File: src/verilog/ltg_defines.svh
// Constants for the long-mode task segment and task-gate decoder.
// Included by the design modules and the bench by bare name.
`ifndef LTG_DEFINES_SVH
`define LTG_DEFINES_SVH

//----------------------------------------
// Bus and response codes
//----------------------------------------
`define LTG_ADDR_W        8
`define LTG_RESP_OKAY     2'h0
`define LTG_RESP_SLVERR   2'h2

//----------------------------------------
// Register byte addresses
//----------------------------------------
`define LTG_OFF_IMG_LAST  8'h64
`define LTG_OFF_GATE_LO   8'h80
`define LTG_OFF_GATE_HI   8'h84
`define LTG_OFF_GATE_CMD  8'h88
`define LTG_OFF_GATE_STAT 8'h8C
`define LTG_OFF_IO_CMD    8'h90
`define LTG_OFF_IO_MAP    8'h94
`define LTG_OFF_IO_ADDR   8'h98
`define LTG_OFF_IO_STAT   8'h9C
`define LTG_OFF_PTR_SEL   8'hA0
`define LTG_OFF_PTR_LO    8'hA4
`define LTG_OFF_PTR_HI    8'hA8
`define LTG_OFF_CTRL      8'hB0

//----------------------------------------
// Segment image layout, in word indices
//----------------------------------------
`define LTG_IMG_WORDS     26
`define LTG_IDX_W         5
`define LTG_RSP_WORD      5'h01
`define LTG_IST_WORD      5'h09
`define LTG_MAP_WORD      5'h19
`define LTG_RSP_COUNT     3'h3
`define LTG_IST_COUNT     3'h7
`define LTG_MAP_LIMIT     16'hDFFF

//----------------------------------------
// Gate descriptor fields
//----------------------------------------
`define LTG_G_PRESENT     15
`define LTG_G_DPL_HI      14
`define LTG_G_DPL_LO      13
`define LTG_G_CLASS       12
`define LTG_G_TYPE_HI     11
`define LTG_G_TYPE_LO     8
`define LTG_G_SEL_HI      31
`define LTG_G_SEL_LO      16
`define LTG_TASK_GATE     5'h05

//----------------------------------------
// Control and command fields
//----------------------------------------
`define LTG_CTRL_MODE64   0
`define LTG_CTRL_LOAD     1
`define LTG_IO_SZ_HI      18
`define LTG_IO_SZ_LO      16
`define LTG_PTR_IST_BIT   3

`endif

File: src/verilog/ltg_pkg.sv
// Types shared by the task segment decoder and its gate decoder.
// Assumes ltg_defines.svh on the include path.
package ltg_pkg;

    //----------------------------------------
    // Descriptor table holding a gate
    //----------------------------------------
    typedef enum logic [1:0] {
        LTG_TBL_GLOBAL    = 2'b00,
        LTG_TBL_LOCAL     = 2'b01,
        LTG_TBL_INTERRUPT = 2'b10,
        LTG_TBL_NONE      = 2'b11
    } ltg_table_e;

    //----------------------------------------
    // Write channel states
    //----------------------------------------
    typedef enum logic {
        LTG_WR_COLLECT = 1'b0,
        LTG_WR_RESP    = 1'b1
    } ltg_wr_state_e;

endpackage

File: src/verilog/ltg_gate_decode.sv
// Combinational decoder for a task-gate descriptor pair of words.
// Assumes stable descriptor words held in registers by its parent.
`timescale 1ns/100ps
`default_nettype none
`include "ltg_defines.svh"

module ltg_gate_decode (
    // Descriptor words and source table
    input  wire logic [31:0]        gate_lo,
    input  wire logic [31:0]        gate_hi,
    input  wire ltg_pkg::ltg_table_e table_sel,
    // Decoded fields
    output logic                    table_ok,
    output logic                    is_task_gate,
    output logic                    present,
    output logic [1:0]              gate_privilege_level,
    output logic [15:0]             selector
);

    //----------------------------------------
    // Field extraction, reserved bits unused
    //----------------------------------------
    // Any of the three tables may hold a gate
    assign table_ok = (table_sel != ltg_pkg::LTG_TBL_NONE);
    // Class bit and type together mark a task gate
    assign is_task_gate = ({gate_hi[`LTG_G_CLASS],
                            gate_hi[`LTG_G_TYPE_HI:`LTG_G_TYPE_LO]}
                           == `LTG_TASK_GATE);
    assign present = gate_hi[`LTG_G_PRESENT];
    // Zero most privileged, three least
    assign gate_privilege_level = gate_hi[`LTG_G_DPL_HI:`LTG_G_DPL_LO];
    assign selector = gate_lo[`LTG_G_SEL_HI:`LTG_G_SEL_LO];

endmodule
`default_nettype wire

File: src/verilog/ltg_tss_gate.sv
// AXI4-Lite register block decoding a long-mode task state segment
// image, a task-gate descriptor and I/O-permission map checks.
// Assumes one 25 MHz clock, synchronous active-low reset.
//
// The implementer's own choices: the register addresses and the AXI4-Lite register port.
`timescale 1ns/100ps
`default_nettype none
`include "ltg_defines.svh"

module ltg_tss_gate (
    // Clock and reset
    input  wire logic                    aclk,
    input  wire logic                    aresetn,
    // Write address channel
    input  wire logic [`LTG_ADDR_W-1:0]  awaddr,
    input  wire logic                    awvalid,
    output logic                         awready,
    // Write data channel
    input  wire logic [31:0]             wdata,
    input  wire logic [3:0]              wstrb,
    input  wire logic                    wvalid,
    output logic                         wready,
    // Write response channel
    output logic [1:0]                   bresp,
    output logic                         bvalid,
    input  wire logic                    bready,
    // Read address channel
    input  wire logic [`LTG_ADDR_W-1:0]  araddr,
    input  wire logic                    arvalid,
    output logic                         arready,
    // Read data channel
    output logic [31:0]                  rdata,
    output logic [1:0]                   rresp,
    output logic                         rvalid,
    input  wire logic                    rready,
    // Fault pulses
    output logic                         not_present_fault,
    output logic                         io_gp_fault
);

    //----------------------------------------
    // Declarations
    //----------------------------------------
    logic [31:0]                tss_img [0:`LTG_IMG_WORDS-1];
    ltg_pkg::ltg_wr_state_e     wr_state_r, wr_state_nxt;
    logic                       aw_hold_r, aw_hold_nxt;
    logic                       w_hold_r, w_hold_nxt;
    logic [`LTG_ADDR_W-1:0]     aw_addr_r, aw_addr_nxt;
    logic [31:0]                w_data_r, w_data_nxt;
    logic [3:0]                 w_strb_r, w_strb_nxt;
    logic                       awready_r, awready_nxt;
    logic                       wready_r, wready_nxt;
    logic                       bvalid_r, bvalid_nxt;
    logic [1:0]                 bresp_r, bresp_nxt;
    logic                       arready_r, arready_nxt;
    logic                       rvalid_r, rvalid_nxt;
    logic [31:0]                rdata_r, rdata_nxt;
    logic [1:0]                 rresp_r, rresp_nxt;
    logic                       do_write;
    logic                       wr_mapped;
    logic                       img_wr;
    logic [31:0]                gate_lo_r, gate_lo_nxt;
    logic [31:0]                gate_hi_r, gate_hi_nxt;
    ltg_pkg::ltg_table_e        table_r, table_nxt;
    logic [31:0]                gate_stat_r, gate_stat_nxt;
    logic                       gate_go_r, gate_go_nxt;
    logic [31:0]                io_cmd_r, io_cmd_nxt;
    logic [31:0]                io_map_r, io_map_nxt;
    logic [31:0]                io_stat_r, io_stat_nxt;
    logic                       io_go_r, io_go_nxt;
    logic [3:0]                 ptr_sel_r, ptr_sel_nxt;
    logic                       mode64_r, mode64_nxt;
    logic                       loaded_r, loaded_nxt;
    logic                       np_fault_r, np_fault_nxt;
    logic                       gp_fault_r, gp_fault_nxt;
    logic                       g_table_ok;
    logic                       g_task;
    logic                       g_present;
    logic [1:0]                 g_dpl;
    logic [15:0]                g_sel;
    logic                       g_accept;
    logic [15:0]                map_base;
    logic [16:0]                map_byte;
    logic [3:0]                 size_mask;
    logic [15:0]                port_mask;
    logic                       io_fault;
    logic [`LTG_IDX_W-1:0]      ptr_word;
    logic                       ptr_ok;
    logic [31:0]                ptr_lo;
    logic [31:0]                ptr_hi;

    //----------------------------------------
    // Byte-lane merge for strobed writes
    //----------------------------------------
    function automatic logic [31:0] merge(input logic [31:0] old_v,
                                          input logic [31:0] new_v,
                                          input logic [3:0]  strb);
        logic [31:0] res;
        res = old_v;
        for (int i = 0; i < 4; i++)
        begin
            if (strb[i])
            begin
                res[i*8 +: 8] = new_v[i*8 +: 8];
            end
        end
        return res;
    endfunction

    //----------------------------------------
    // Gate descriptor decoder
    //----------------------------------------
    ltg_gate_decode u_gate (
        .gate_lo              (gate_lo_r),
        .gate_hi              (gate_hi_r),
        .table_sel            (table_r),
        .table_ok             (g_table_ok),
        .is_task_gate         (g_task),
        .present              (g_present),
        .gate_privilege_level (g_dpl),
        .selector             (g_sel)
    );
    assign g_accept = g_table_ok & g_task;

    //----------------------------------------
    // Segment field lookup
    //----------------------------------------
    // Map offset lives in the upper half of the last word
    assign map_base = tss_img[`LTG_MAP_WORD][31:16];
    assign map_byte = {1'b0, map_base} + {4'h0, io_cmd_r[15:3]};
    // Pointer word index, each pointer two words
    always_comb
    begin
        ptr_word = `LTG_RSP_WORD;
        ptr_ok   = 1'b0;
        if (!ptr_sel_r[`LTG_PTR_IST_BIT])
        begin
            ptr_word = `LTG_RSP_WORD + {1'b0, ptr_sel_r[2:0], 1'b0};
            ptr_ok   = (ptr_sel_r[2:0] < `LTG_RSP_COUNT);
        end
        else
        begin
            ptr_word = `LTG_IST_WORD + {1'b0, ptr_sel_r[2:0] - 3'h1, 1'b0};
            ptr_ok   = (ptr_sel_r[2:0] != 3'h0) && (ptr_sel_r[2:0] <= `LTG_IST_COUNT);
        end
    end
    // Low half at lower address; nothing until a segment is loaded
    assign ptr_lo = (ptr_ok && loaded_r) ? tss_img[ptr_word] : 32'h0;
    assign ptr_hi = (ptr_ok && loaded_r) ? tss_img[ptr_word + 5'h01] : 32'h0;

    //----------------------------------------
    // I/O permission check
    //----------------------------------------
    always_comb
    begin
        case (io_cmd_r[`LTG_IO_SZ_HI:`LTG_IO_SZ_LO])
            3'h1: size_mask = 4'h1;
            3'h2: size_mask = 4'h3;
            3'h4: size_mask = 4'hF;
            default: size_mask = 4'h0;
        endcase
    end
    assign port_mask = {12'h000, size_mask} << io_cmd_r[2:0];
    // Any covering bit set, bad size or map too high faults
    assign io_fault = (size_mask == 4'h0)
                    | (|(io_map_r[15:0] & port_mask))
                    | (map_base > `LTG_MAP_LIMIT);

    //----------------------------------------
    // Bus channel next state
    //----------------------------------------
    always_comb
    begin
        wr_state_nxt = wr_state_r;
        aw_hold_nxt  = aw_hold_r | (awvalid & awready_r);
        w_hold_nxt   = w_hold_r | (wvalid & wready_r);
        aw_addr_nxt  = (awvalid & awready_r) ? awaddr : aw_addr_r;
        w_data_nxt   = (wvalid & wready_r) ? wdata : w_data_r;
        w_strb_nxt   = (wvalid & wready_r) ? wstrb : w_strb_r;
        bvalid_nxt   = bvalid_r;
        bresp_nxt    = bresp_r;
        do_write     = 1'b0;
        case (wr_state_r)
            ltg_pkg::LTG_WR_COLLECT:
            begin
                if (aw_hold_r && w_hold_r)
                begin
                    do_write     = 1'b1;
                    aw_hold_nxt  = 1'b0;
                    w_hold_nxt   = 1'b0;
                    bvalid_nxt   = 1'b1;
                    bresp_nxt    = wr_mapped ? `LTG_RESP_OKAY : `LTG_RESP_SLVERR;
                    wr_state_nxt = ltg_pkg::LTG_WR_RESP;
                end
            end
            ltg_pkg::LTG_WR_RESP:
            begin
                if (bready)
                begin
                    bvalid_nxt   = 1'b0;
                    wr_state_nxt = ltg_pkg::LTG_WR_COLLECT;
                end
            end
            default: wr_state_nxt = ltg_pkg::LTG_WR_COLLECT;
        endcase
        awready_nxt = !aw_hold_nxt && !bvalid_nxt;
        wready_nxt  = !w_hold_nxt && !bvalid_nxt;
        // Read: one cycle answer, address taken only when idle
        rvalid_nxt  = rvalid_r;
        arready_nxt = arready_r;
        rdata_nxt   = rdata_r;
        rresp_nxt   = rresp_r;
        if (rvalid_r && rready)
        begin
            rvalid_nxt  = 1'b0;
            arready_nxt = 1'b1;
        end
        else if (arvalid && arready_r)
        begin
            rvalid_nxt  = 1'b1;
            arready_nxt = 1'b0;
            rresp_nxt   = `LTG_RESP_OKAY;
            if (araddr <= `LTG_OFF_IMG_LAST && araddr[1:0] == 2'h0)
                rdata_nxt = tss_img[araddr[6:2]];
            else if (araddr == `LTG_OFF_GATE_LO)
                rdata_nxt = gate_lo_r;
            else if (araddr == `LTG_OFF_GATE_HI)
                rdata_nxt = gate_hi_r;
            else if (araddr == `LTG_OFF_GATE_CMD)
                rdata_nxt = {30'h0, table_r};
            else if (araddr == `LTG_OFF_GATE_STAT)
                rdata_nxt = gate_stat_r;
            else if (araddr == `LTG_OFF_IO_CMD)
                rdata_nxt = io_cmd_r;
            else if (araddr == `LTG_OFF_IO_MAP)
                rdata_nxt = io_map_r;
            else if (araddr == `LTG_OFF_IO_ADDR)
                rdata_nxt = {15'h0, map_byte};
            else if (araddr == `LTG_OFF_IO_STAT)
                rdata_nxt = io_stat_r;
            else if (araddr == `LTG_OFF_PTR_SEL)
                rdata_nxt = {28'h0, ptr_sel_r};
            else if (araddr == `LTG_OFF_PTR_LO)
                rdata_nxt = ptr_lo;
            else if (araddr == `LTG_OFF_PTR_HI)
                rdata_nxt = ptr_hi;
            else if (araddr == `LTG_OFF_CTRL)
                rdata_nxt = {30'h0, loaded_r, mode64_r};
            else
            begin
                rdata_nxt = 32'h0;
                rresp_nxt = `LTG_RESP_SLVERR;
            end
        end
    end

    //----------------------------------------
    // Write address decode
    //----------------------------------------
    assign img_wr = (aw_addr_r <= `LTG_OFF_IMG_LAST) && (aw_addr_r[1:0] == 2'h0);
    assign wr_mapped = img_wr
                     || (aw_addr_r == `LTG_OFF_GATE_LO)
                     || (aw_addr_r == `LTG_OFF_GATE_HI)
                     || (aw_addr_r == `LTG_OFF_GATE_CMD)
                     || (aw_addr_r == `LTG_OFF_IO_CMD)
                     || (aw_addr_r == `LTG_OFF_IO_MAP)
                     || (aw_addr_r == `LTG_OFF_PTR_SEL)
                     || (aw_addr_r == `LTG_OFF_CTRL);

    //----------------------------------------
    // Control and status next state
    //----------------------------------------
    always_comb
    begin
        gate_lo_nxt   = gate_lo_r;
        gate_hi_nxt   = gate_hi_r;
        table_nxt     = table_r;
        gate_go_nxt   = 1'b0;
        io_cmd_nxt    = io_cmd_r;
        io_map_nxt    = io_map_r;
        io_go_nxt     = 1'b0;
        ptr_sel_nxt   = ptr_sel_r;
        mode64_nxt    = mode64_r;
        loaded_nxt    = loaded_r;
        gate_stat_nxt = gate_stat_r;
        io_stat_nxt   = io_stat_r;
        np_fault_nxt  = 1'b0;
        gp_fault_nxt  = 1'b0;
        if (do_write)
        begin
            if (aw_addr_r == `LTG_OFF_GATE_LO)
                gate_lo_nxt = merge(gate_lo_r, w_data_r, w_strb_r);
            else if (aw_addr_r == `LTG_OFF_GATE_HI)
                gate_hi_nxt = merge(gate_hi_r, w_data_r, w_strb_r);
            else if (aw_addr_r == `LTG_OFF_GATE_CMD)
            begin
                table_nxt   = ltg_pkg::ltg_table_e'(w_data_r[1:0]);
                gate_go_nxt = 1'b1;
            end
            else if (aw_addr_r == `LTG_OFF_IO_CMD)
            begin
                io_cmd_nxt = merge(io_cmd_r, w_data_r, w_strb_r);
                io_go_nxt  = 1'b1;
            end
            else if (aw_addr_r == `LTG_OFF_IO_MAP)
                io_map_nxt = merge(io_map_r, w_data_r, w_strb_r);
            else if (aw_addr_r == `LTG_OFF_PTR_SEL)
                ptr_sel_nxt = w_data_r[3:0];
            else if (aw_addr_r == `LTG_OFF_CTRL)
            begin
                mode64_nxt = w_data_r[`LTG_CTRL_MODE64];
                // Pointer register load honoured only in 64-bit mode
                if (w_data_r[`LTG_CTRL_LOAD])
                    loaded_nxt = w_data_r[`LTG_CTRL_MODE64];
            end
        end
        // Gate result, descriptor words left as written
        if (gate_go_r)
        begin
            gate_stat_nxt = {g_sel, 10'h0, g_table_ok, g_task, g_dpl,
                             g_accept & !g_present, g_accept & g_present};
            np_fault_nxt  = g_accept & !g_present;
        end
        // Permission result
        if (io_go_r)
        begin
            io_stat_nxt  = {29'h0, io_fault, !io_fault, 1'b1};
            gp_fault_nxt = io_fault;
        end
    end

    //----------------------------------------
    // Segment image store, bus writes only
    //----------------------------------------
    // The block itself never writes state back here
    always_ff @(posedge aclk)
    begin
        if (do_write && img_wr)
            tss_img[aw_addr_r[6:2]] <= merge(tss_img[aw_addr_r[6:2]],
                                             w_data_r, w_strb_r);
    end

    //----------------------------------------
    // Registers
    //----------------------------------------
    always_ff @(posedge aclk)
    begin
        if (!aresetn)
        begin
            wr_state_r  <= ltg_pkg::LTG_WR_COLLECT;
            aw_hold_r   <= 1'b0;
            w_hold_r    <= 1'b0;
            aw_addr_r   <= 8'h00;
            w_data_r    <= 32'h0;
            w_strb_r    <= 4'h0;
            awready_r   <= 1'b1;
            wready_r    <= 1'b1;
            bvalid_r    <= 1'b0;
            bresp_r     <= `LTG_RESP_OKAY;
            arready_r   <= 1'b1;
            rvalid_r    <= 1'b0;
            rdata_r     <= 32'h0;
            rresp_r     <= `LTG_RESP_OKAY;
            gate_lo_r   <= 32'h0;
            gate_hi_r   <= 32'h0;
            table_r     <= ltg_pkg::LTG_TBL_GLOBAL;
            gate_stat_r <= 32'h0;
            gate_go_r   <= 1'b0;
            io_cmd_r    <= 32'h0;
            io_map_r    <= 32'h0;
            io_stat_r   <= 32'h0;
            io_go_r     <= 1'b0;
            ptr_sel_r   <= 4'h0;
            mode64_r    <= 1'b0;
            loaded_r    <= 1'b0;
            np_fault_r  <= 1'b0;
            gp_fault_r  <= 1'b0;
        end
        else
        begin
            wr_state_r  <= wr_state_nxt;
            aw_hold_r   <= aw_hold_nxt;
            w_hold_r    <= w_hold_nxt;
            aw_addr_r   <= aw_addr_nxt;
            w_data_r    <= w_data_nxt;
            w_strb_r    <= w_strb_nxt;
            awready_r   <= awready_nxt;
            wready_r    <= wready_nxt;
            bvalid_r    <= bvalid_nxt;
            bresp_r     <= bresp_nxt;
            arready_r   <= arready_nxt;
            rvalid_r    <= rvalid_nxt;
            rdata_r     <= rdata_nxt;
            rresp_r     <= rresp_nxt;
            gate_lo_r   <= gate_lo_nxt;
            gate_hi_r   <= gate_hi_nxt;
            table_r     <= table_nxt;
            gate_stat_r <= gate_stat_nxt;
            gate_go_r   <= gate_go_nxt;
            io_cmd_r    <= io_cmd_nxt;
            io_map_r    <= io_map_nxt;
            io_stat_r   <= io_stat_nxt;
            io_go_r     <= io_go_nxt;
            ptr_sel_r   <= ptr_sel_nxt;
            mode64_r    <= mode64_nxt;
            loaded_r    <= loaded_nxt;
            np_fault_r  <= np_fault_nxt;
            gp_fault_r  <= gp_fault_nxt;
        end
    end

    //----------------------------------------
    // Outputs
    //----------------------------------------
    assign awready           = awready_r;
    assign wready            = wready_r;
    assign bvalid            = bvalid_r;
    assign bresp             = bresp_r;
    assign arready           = arready_r;
    assign rvalid            = rvalid_r;
    assign rdata             = rdata_r;
    assign rresp             = rresp_r;
    assign not_present_fault = np_fault_r;
    assign io_gp_fault       = gp_fault_r;

endmodule
`default_nettype wire

File: config.mk
export PLATFORM = sky130hd
export DESIGN_NAME = ltg_tss_gate
export DESIGN_NICKNAME = d
export VERILOG_FILES = /design/src/verilog/ltg_pkg.sv /design/src/verilog/ltg_gate_decode.sv /design/src/verilog/ltg_tss_gate.sv
export VERILOG_INCLUDE_DIRS = /design/src /design/src/verilog
export SDC_FILE = /design/constraint.sdc
export NUM_CORES = 2
export LEC_CHECK = 0
export ABC_AREA = 0
export BUFFER_PORTS_ARGS = -buffer_cell sky130_fd_sc_hd__buf_2
export CAP_MARGIN = 10
export CORE_MARGIN = 10
export CORE_UTILIZATION = 40
export CTS_CLUSTER_DIAMETER = 200
export DETAILED_ROUTE_END_ITERATION = 16
export PLACE_DENSITY = 0.59
export SLEW_MARGIN = 5
export SYNTH_ARGS = -nofsm -noshare
export SYNTH_HDL_FRONTEND = slang
export SYNTH_SLANG_ARGS = --single-unit
File: constraint.sdc
create_clock -name aclk -period 7.3 [get_ports aclk]
set_clock_uncertainty 0.05 [all_clocks]
set_input_delay 1.46 -clock aclk [delete_from_list [all_inputs] [get_ports aclk]]
set_output_delay 1.46 -clock aclk [all_outputs]
set_load 0.005 [all_outputs]
==> implementation parameters <==
Parameter                              Value

Status
  Run status ... finished, final reports clean

Global routing
  Pin count of the biggest net entering global routing ... 121
  Vias in the first global route ... 32857
  GRT Total Usage ... 24.5%
  Global-route wire length before repair ... 251000 um
  Number of antenna violations at the first check in global routing ... 5
  Total gr overflow ... 0

Synthesis
  Dominant cell by count in the synthesized netlist ... sky130_fd_sc_hd__edfxtp_1
  Asr flop ratio synth ... 0%
  Synthesized area ... 50500 um^2
  Cells taking the most area after synthesis ... sky130_fd_sc_hd__edfxtp_1 (49%), sky130_fd_sc_hd__mux4_2 (19%), sky130_fd_sc_hd__dfxtp_1 (9.9%)
  Main synth FF type ... sky130_fd_sc_hd__edfxtp_1
  Post-synthesis cell type with the largest combined area ... sky130_fd_sc_hd__edfxtp_1
  Sequential-to-total area share from yosys stat ... 59.4%
  Cell types with the highest counts after synthesis ... sky130_fd_sc_hd__edfxtp_1 (832), sky130_fd_sc_hd__mux4_2 (422), sky130_fd_sc_hd__nand2_1 (405)
  Count of mapped cells out of synthesis ... 3504
  Synth top area share ... 49.5%
  Synthesis Warnings ... 0
  Count of flip-flops with a built-in enable after synthesis ... 832
  Distinct cells, synth ... 83
  Total of flip-flops plus latches after synthesis ... 1083
  Average instance area after synthesis ... 14.4 um^2

Die
  Core outline area ... 126000 um^2
  Overall die area ... 141000 um^2
  Count of boundary I/O pins ... 102
  Starting density of the core ... 40.2%
  DIE WIDTH ... 375 um
  Number of cell rows ... 130
  Die Y-Extent ... 375 um

Drt
  Total Routed Length ... 178000 um
  Violation count after the first detailed-routing iteration ... 5267
  Routed via count divided by cell count ... 6.47
  Count of unresolved DRC violations after routing ... 0
  Count of antenna-violating nets left after detailed routing ... 0
  Vias after detailed routing ... 34306
  WL per Instance ... 33.5 um
  Number of detailed-route iterations in the first pass ... 5

CTS
  Number of buffers inserted during clock tree synthesis ... 108
  Clock edge transition at the registers on the reported setup and hold paths ... 0.07 ns
  H-tree depth reported by CTS ... 3
  Max Buffers Root-to-Sink ... 3
  Post-CTS setup buffer count ... 0
  Number of buffers added to fix hold violations after cts ... 0
  Clock latency reported for the late side of the worst-skew pair ... 0.75 ns
  Clk Tree Root Cell ... sky130_fd_sc_hd__clkbuf_16
  Clock tree from TritonCTS ... built
  Post-cts gate resize count ... 0
  Count of clock tree sinks ... 1083

Job
  Count of maximum capacitance violations ... 0

Cells and area
  Count of non-filler cells in the finished layout ... 5304
  Total of fill cells in the finished design ... 11115
  Post-synthesis to final-layout area growth ... 12.2%
  Final instance area ... 56700 um^2
  Final design utilization ... 45.1%
  Layout cell share with drive strength beyond 1 ... 23.3%
  Total Nets Final ... 3634

Timing
  Count of endpoints failing setup in the final report ... 0
  Least-Margin Pin Slew ... 1.34 ns
  Fmax ... 204 MHz
  Min setup slack post-route ... 2.39 ns
  Unrepaired setup endpoints after global routing ... false
  Final worst-path cycle share ... 67.2%
  Final Critical Period ... 4.91 ns
  Setup TNS ... 0 ns
  Remaining max-slew budget at the tightest pin ... 10.6%
  Final Hold Fails ... 0
  Pins over their slew limit ... 0

Power
  Pwr dens ... 238 nW/um^2
  IR Drop Worst-Case VDD ... 0.190 mV
  Leakage power summed over all cells ... 18.8 nW

Setup path
  Element type at the critical path start ... register
  Critical-path cell list ... inv_1, ha_1, and2b_1, o21ai_0, and2_2, nand2_2, a221o_1, o211ai_1, a21oi_1, o221a_2
  Classification of the worst setup path ... reg -> reg
  Slowest cell on the critical path ... sky130_fd_sc_hd__ha_1
  Worst reg2reg setup slack ... 2.39 ns
  Critical path required time ... 7.86 ns
  Critical Path Fanout Max ... 14
  Worst reg2reg path startpoint ... ptr_sel_r[0]$_SDFFE_PN0P_
  Data arrival time of the worst path ... 5.47 ns
  Combined buffer and inverter count along the critical path ... 1
  CP endpoint kind ... register
  Cell class contributing the biggest share of worst-path delay ... compound AO/OA/AOI/OAI gates
  Startpoint of the most critical setup path ... ptr_sel_r[0]$_SDFFE_PN0P_
  Longest individual stage delay on the worst path ... 0.65 ns

Placed design
  Input/output buffers ... 99
  Post-detailed-placement half-perimeter wirelength ... 119000 um
  Placed cell areas ... 52800 um^2
  RePlAce Congestion ... 1.00
  Total placed cells including tap cells ... 5095
  Pre-CTS setup slack ... 2.30 ns

Min path
  Kind of path behind the tightest hold check ... reg -> reg
  Hold wc startpoint ... gate_hi_r[20]$_SDFFE_PN0P_
[routing by layer]
metal / wire length, um / up-vias / GRT usage (%)
li1: - / 13958 / -
met1: 68900 / 17622 / 33.5
met2: 79300 / 2283 / 37.1
met3: 19500 / 443 / 4.98
met4: 9890 / 0 / 12.2
met5: 0 / - / 0
[cell usage in the layout (no fill, tap or decap), types with 11 or more instances in the layout]
cell                         count
sky130_fd_sc_hd__mux2i_1       141
sky130_fd_sc_hd__dfxtp_1       251
sky130_fd_sc_hd__clkbuf_1       13
sky130_fd_sc_hd__nor3_1         22
sky130_fd_sc_hd__edfxtp_1      832
sky130_fd_sc_hd__a31oi_1        41
sky130_fd_sc_hd__a211oi_1       42
sky130_fd_sc_hd__nand2_1       404
sky130_fd_sc_hd__o211ai_1       15
sky130_fd_sc_hd__nor2_1        314
sky130_fd_sc_hd__clkinvlp_4     17
sky130_fd_sc_hd__buf_4          91
sky130_fd_sc_hd__buf_2          96
sky130_fd_sc_hd__ha_1           16
sky130_fd_sc_hd__mux4_2        422
sky130_fd_sc_hd__o21ai_0       103
sky130_fd_sc_hd__clkinv_1       13
sky130_fd_sc_hd__bufinv_16      18
sky130_fd_sc_hd__a21oi_1       206
sky130_fd_sc_hd__and2_1         32
sky130_fd_sc_hd__nand3_1        80
sky130_fd_sc_hd__a221oi_1       26
sky130_fd_sc_hd__clkinv_2       18
sky130_fd_sc_hd__inv_1          16
sky130_fd_sc_hd__clkbuf_16     111
sky130_fd_sc_hd__mux2_2         14
sky130_fd_sc_hd__o22ai_1        50
sky130_fd_sc_hd__o221ai_1       11
[worst register-to-register path, cell delays in order (launching register included)]
cell	delay, ns
sky130_fd_sc_hd__dfxtp_1	0.51
sky130_fd_sc_hd__inv_1	0.30
sky130_fd_sc_hd__ha_1	0.65
sky130_fd_sc_hd__and2b_1	0.38
sky130_fd_sc_hd__o21ai_0	0.30
sky130_fd_sc_hd__and2_2	0.65
sky130_fd_sc_hd__nand2_2	0.59
sky130_fd_sc_hd__a221o_1	0.44
sky130_fd_sc_hd__o211ai_1	0.49
sky130_fd_sc_hd__a21oi_1	0.15
sky130_fd_sc_hd__o221a_2	0.26
[flip-flops by register name, indices dropped and copies added, names as in the netlist, 8 cells and up]
| register | flops |
|---|---|
| io_map_r | 32 |
| rdata | 32 |
| w_data_r | 32 |
| aw_addr_r | 8 |
| io_cmd_r | 32 |
| tss_img | 832 |
| gate_hi_r | 32 |
| gate_lo_r | 32 |
| gate_stat_r | 22 |
[report_power, final]
group          internal [mW]  leakage, nW  switching [mW]
logic                  0.238         7.09           0.493
clock network           3.47         1.81            2.54
registers               6.69         9.89          0.0665
[final timing paths]
path	endpoint	cells past startpoint
setup / recovery	rdata[7]$_SDFFE_PN0P_	10
setup reg to reg	rdata[7]$_SDFFE_PN0P_	10
hold / removal	gate_hi_r[20]$_SDFFE_PN0P_	2
hold reg to reg	gate_hi_r[20]$_SDFFE_PN0P_	2
[cell type report]
type | count | area, um^2 | share of cell area, %
Clock inverter | 79 | 932 | 1.65
Clock buffer | 127 | 2870 | 5.06
Antenna cell | 1 | 2.50 | 0.00442
Multi-Input combinational cell | 2145 | 19300 | 34.1
Timing Repair Buffer | 198 | 1370 | 2.42
Tap cell | 1650 | 2060 | 3.64
Inverter | 21 | 91.3 | 0.161
Sequential cell | 1083 | 30000 | 53.0
[logic make-up after synthesis]
kind of cell	count (synthesis)	share of synthesized area, %
other	1	0.00742
adder cells (fa/ha/maj)	18	0.461
buffers and inverters	277	2.56
flip-flops	1083	59.4
XOR/XNOR	16	0.329
AND/OR/NAND/NOR	932	7.80
AO/OA/AOI/OAI	600	7.50
multiplexers	577	21.9
[metrics by stage]
stage	hold WS [ns]	power [mW]
3_3_place_gp	0.388	7.58
3_5_place_dp	0.394	7.59
5_1_grt	0.421	13.8
4_1_cts	0.402	13.5
2_1_floorplan	0.379	7.27
6_report	0.405	13.5
No activity file was read; power rests on OpenSTA's default activity.
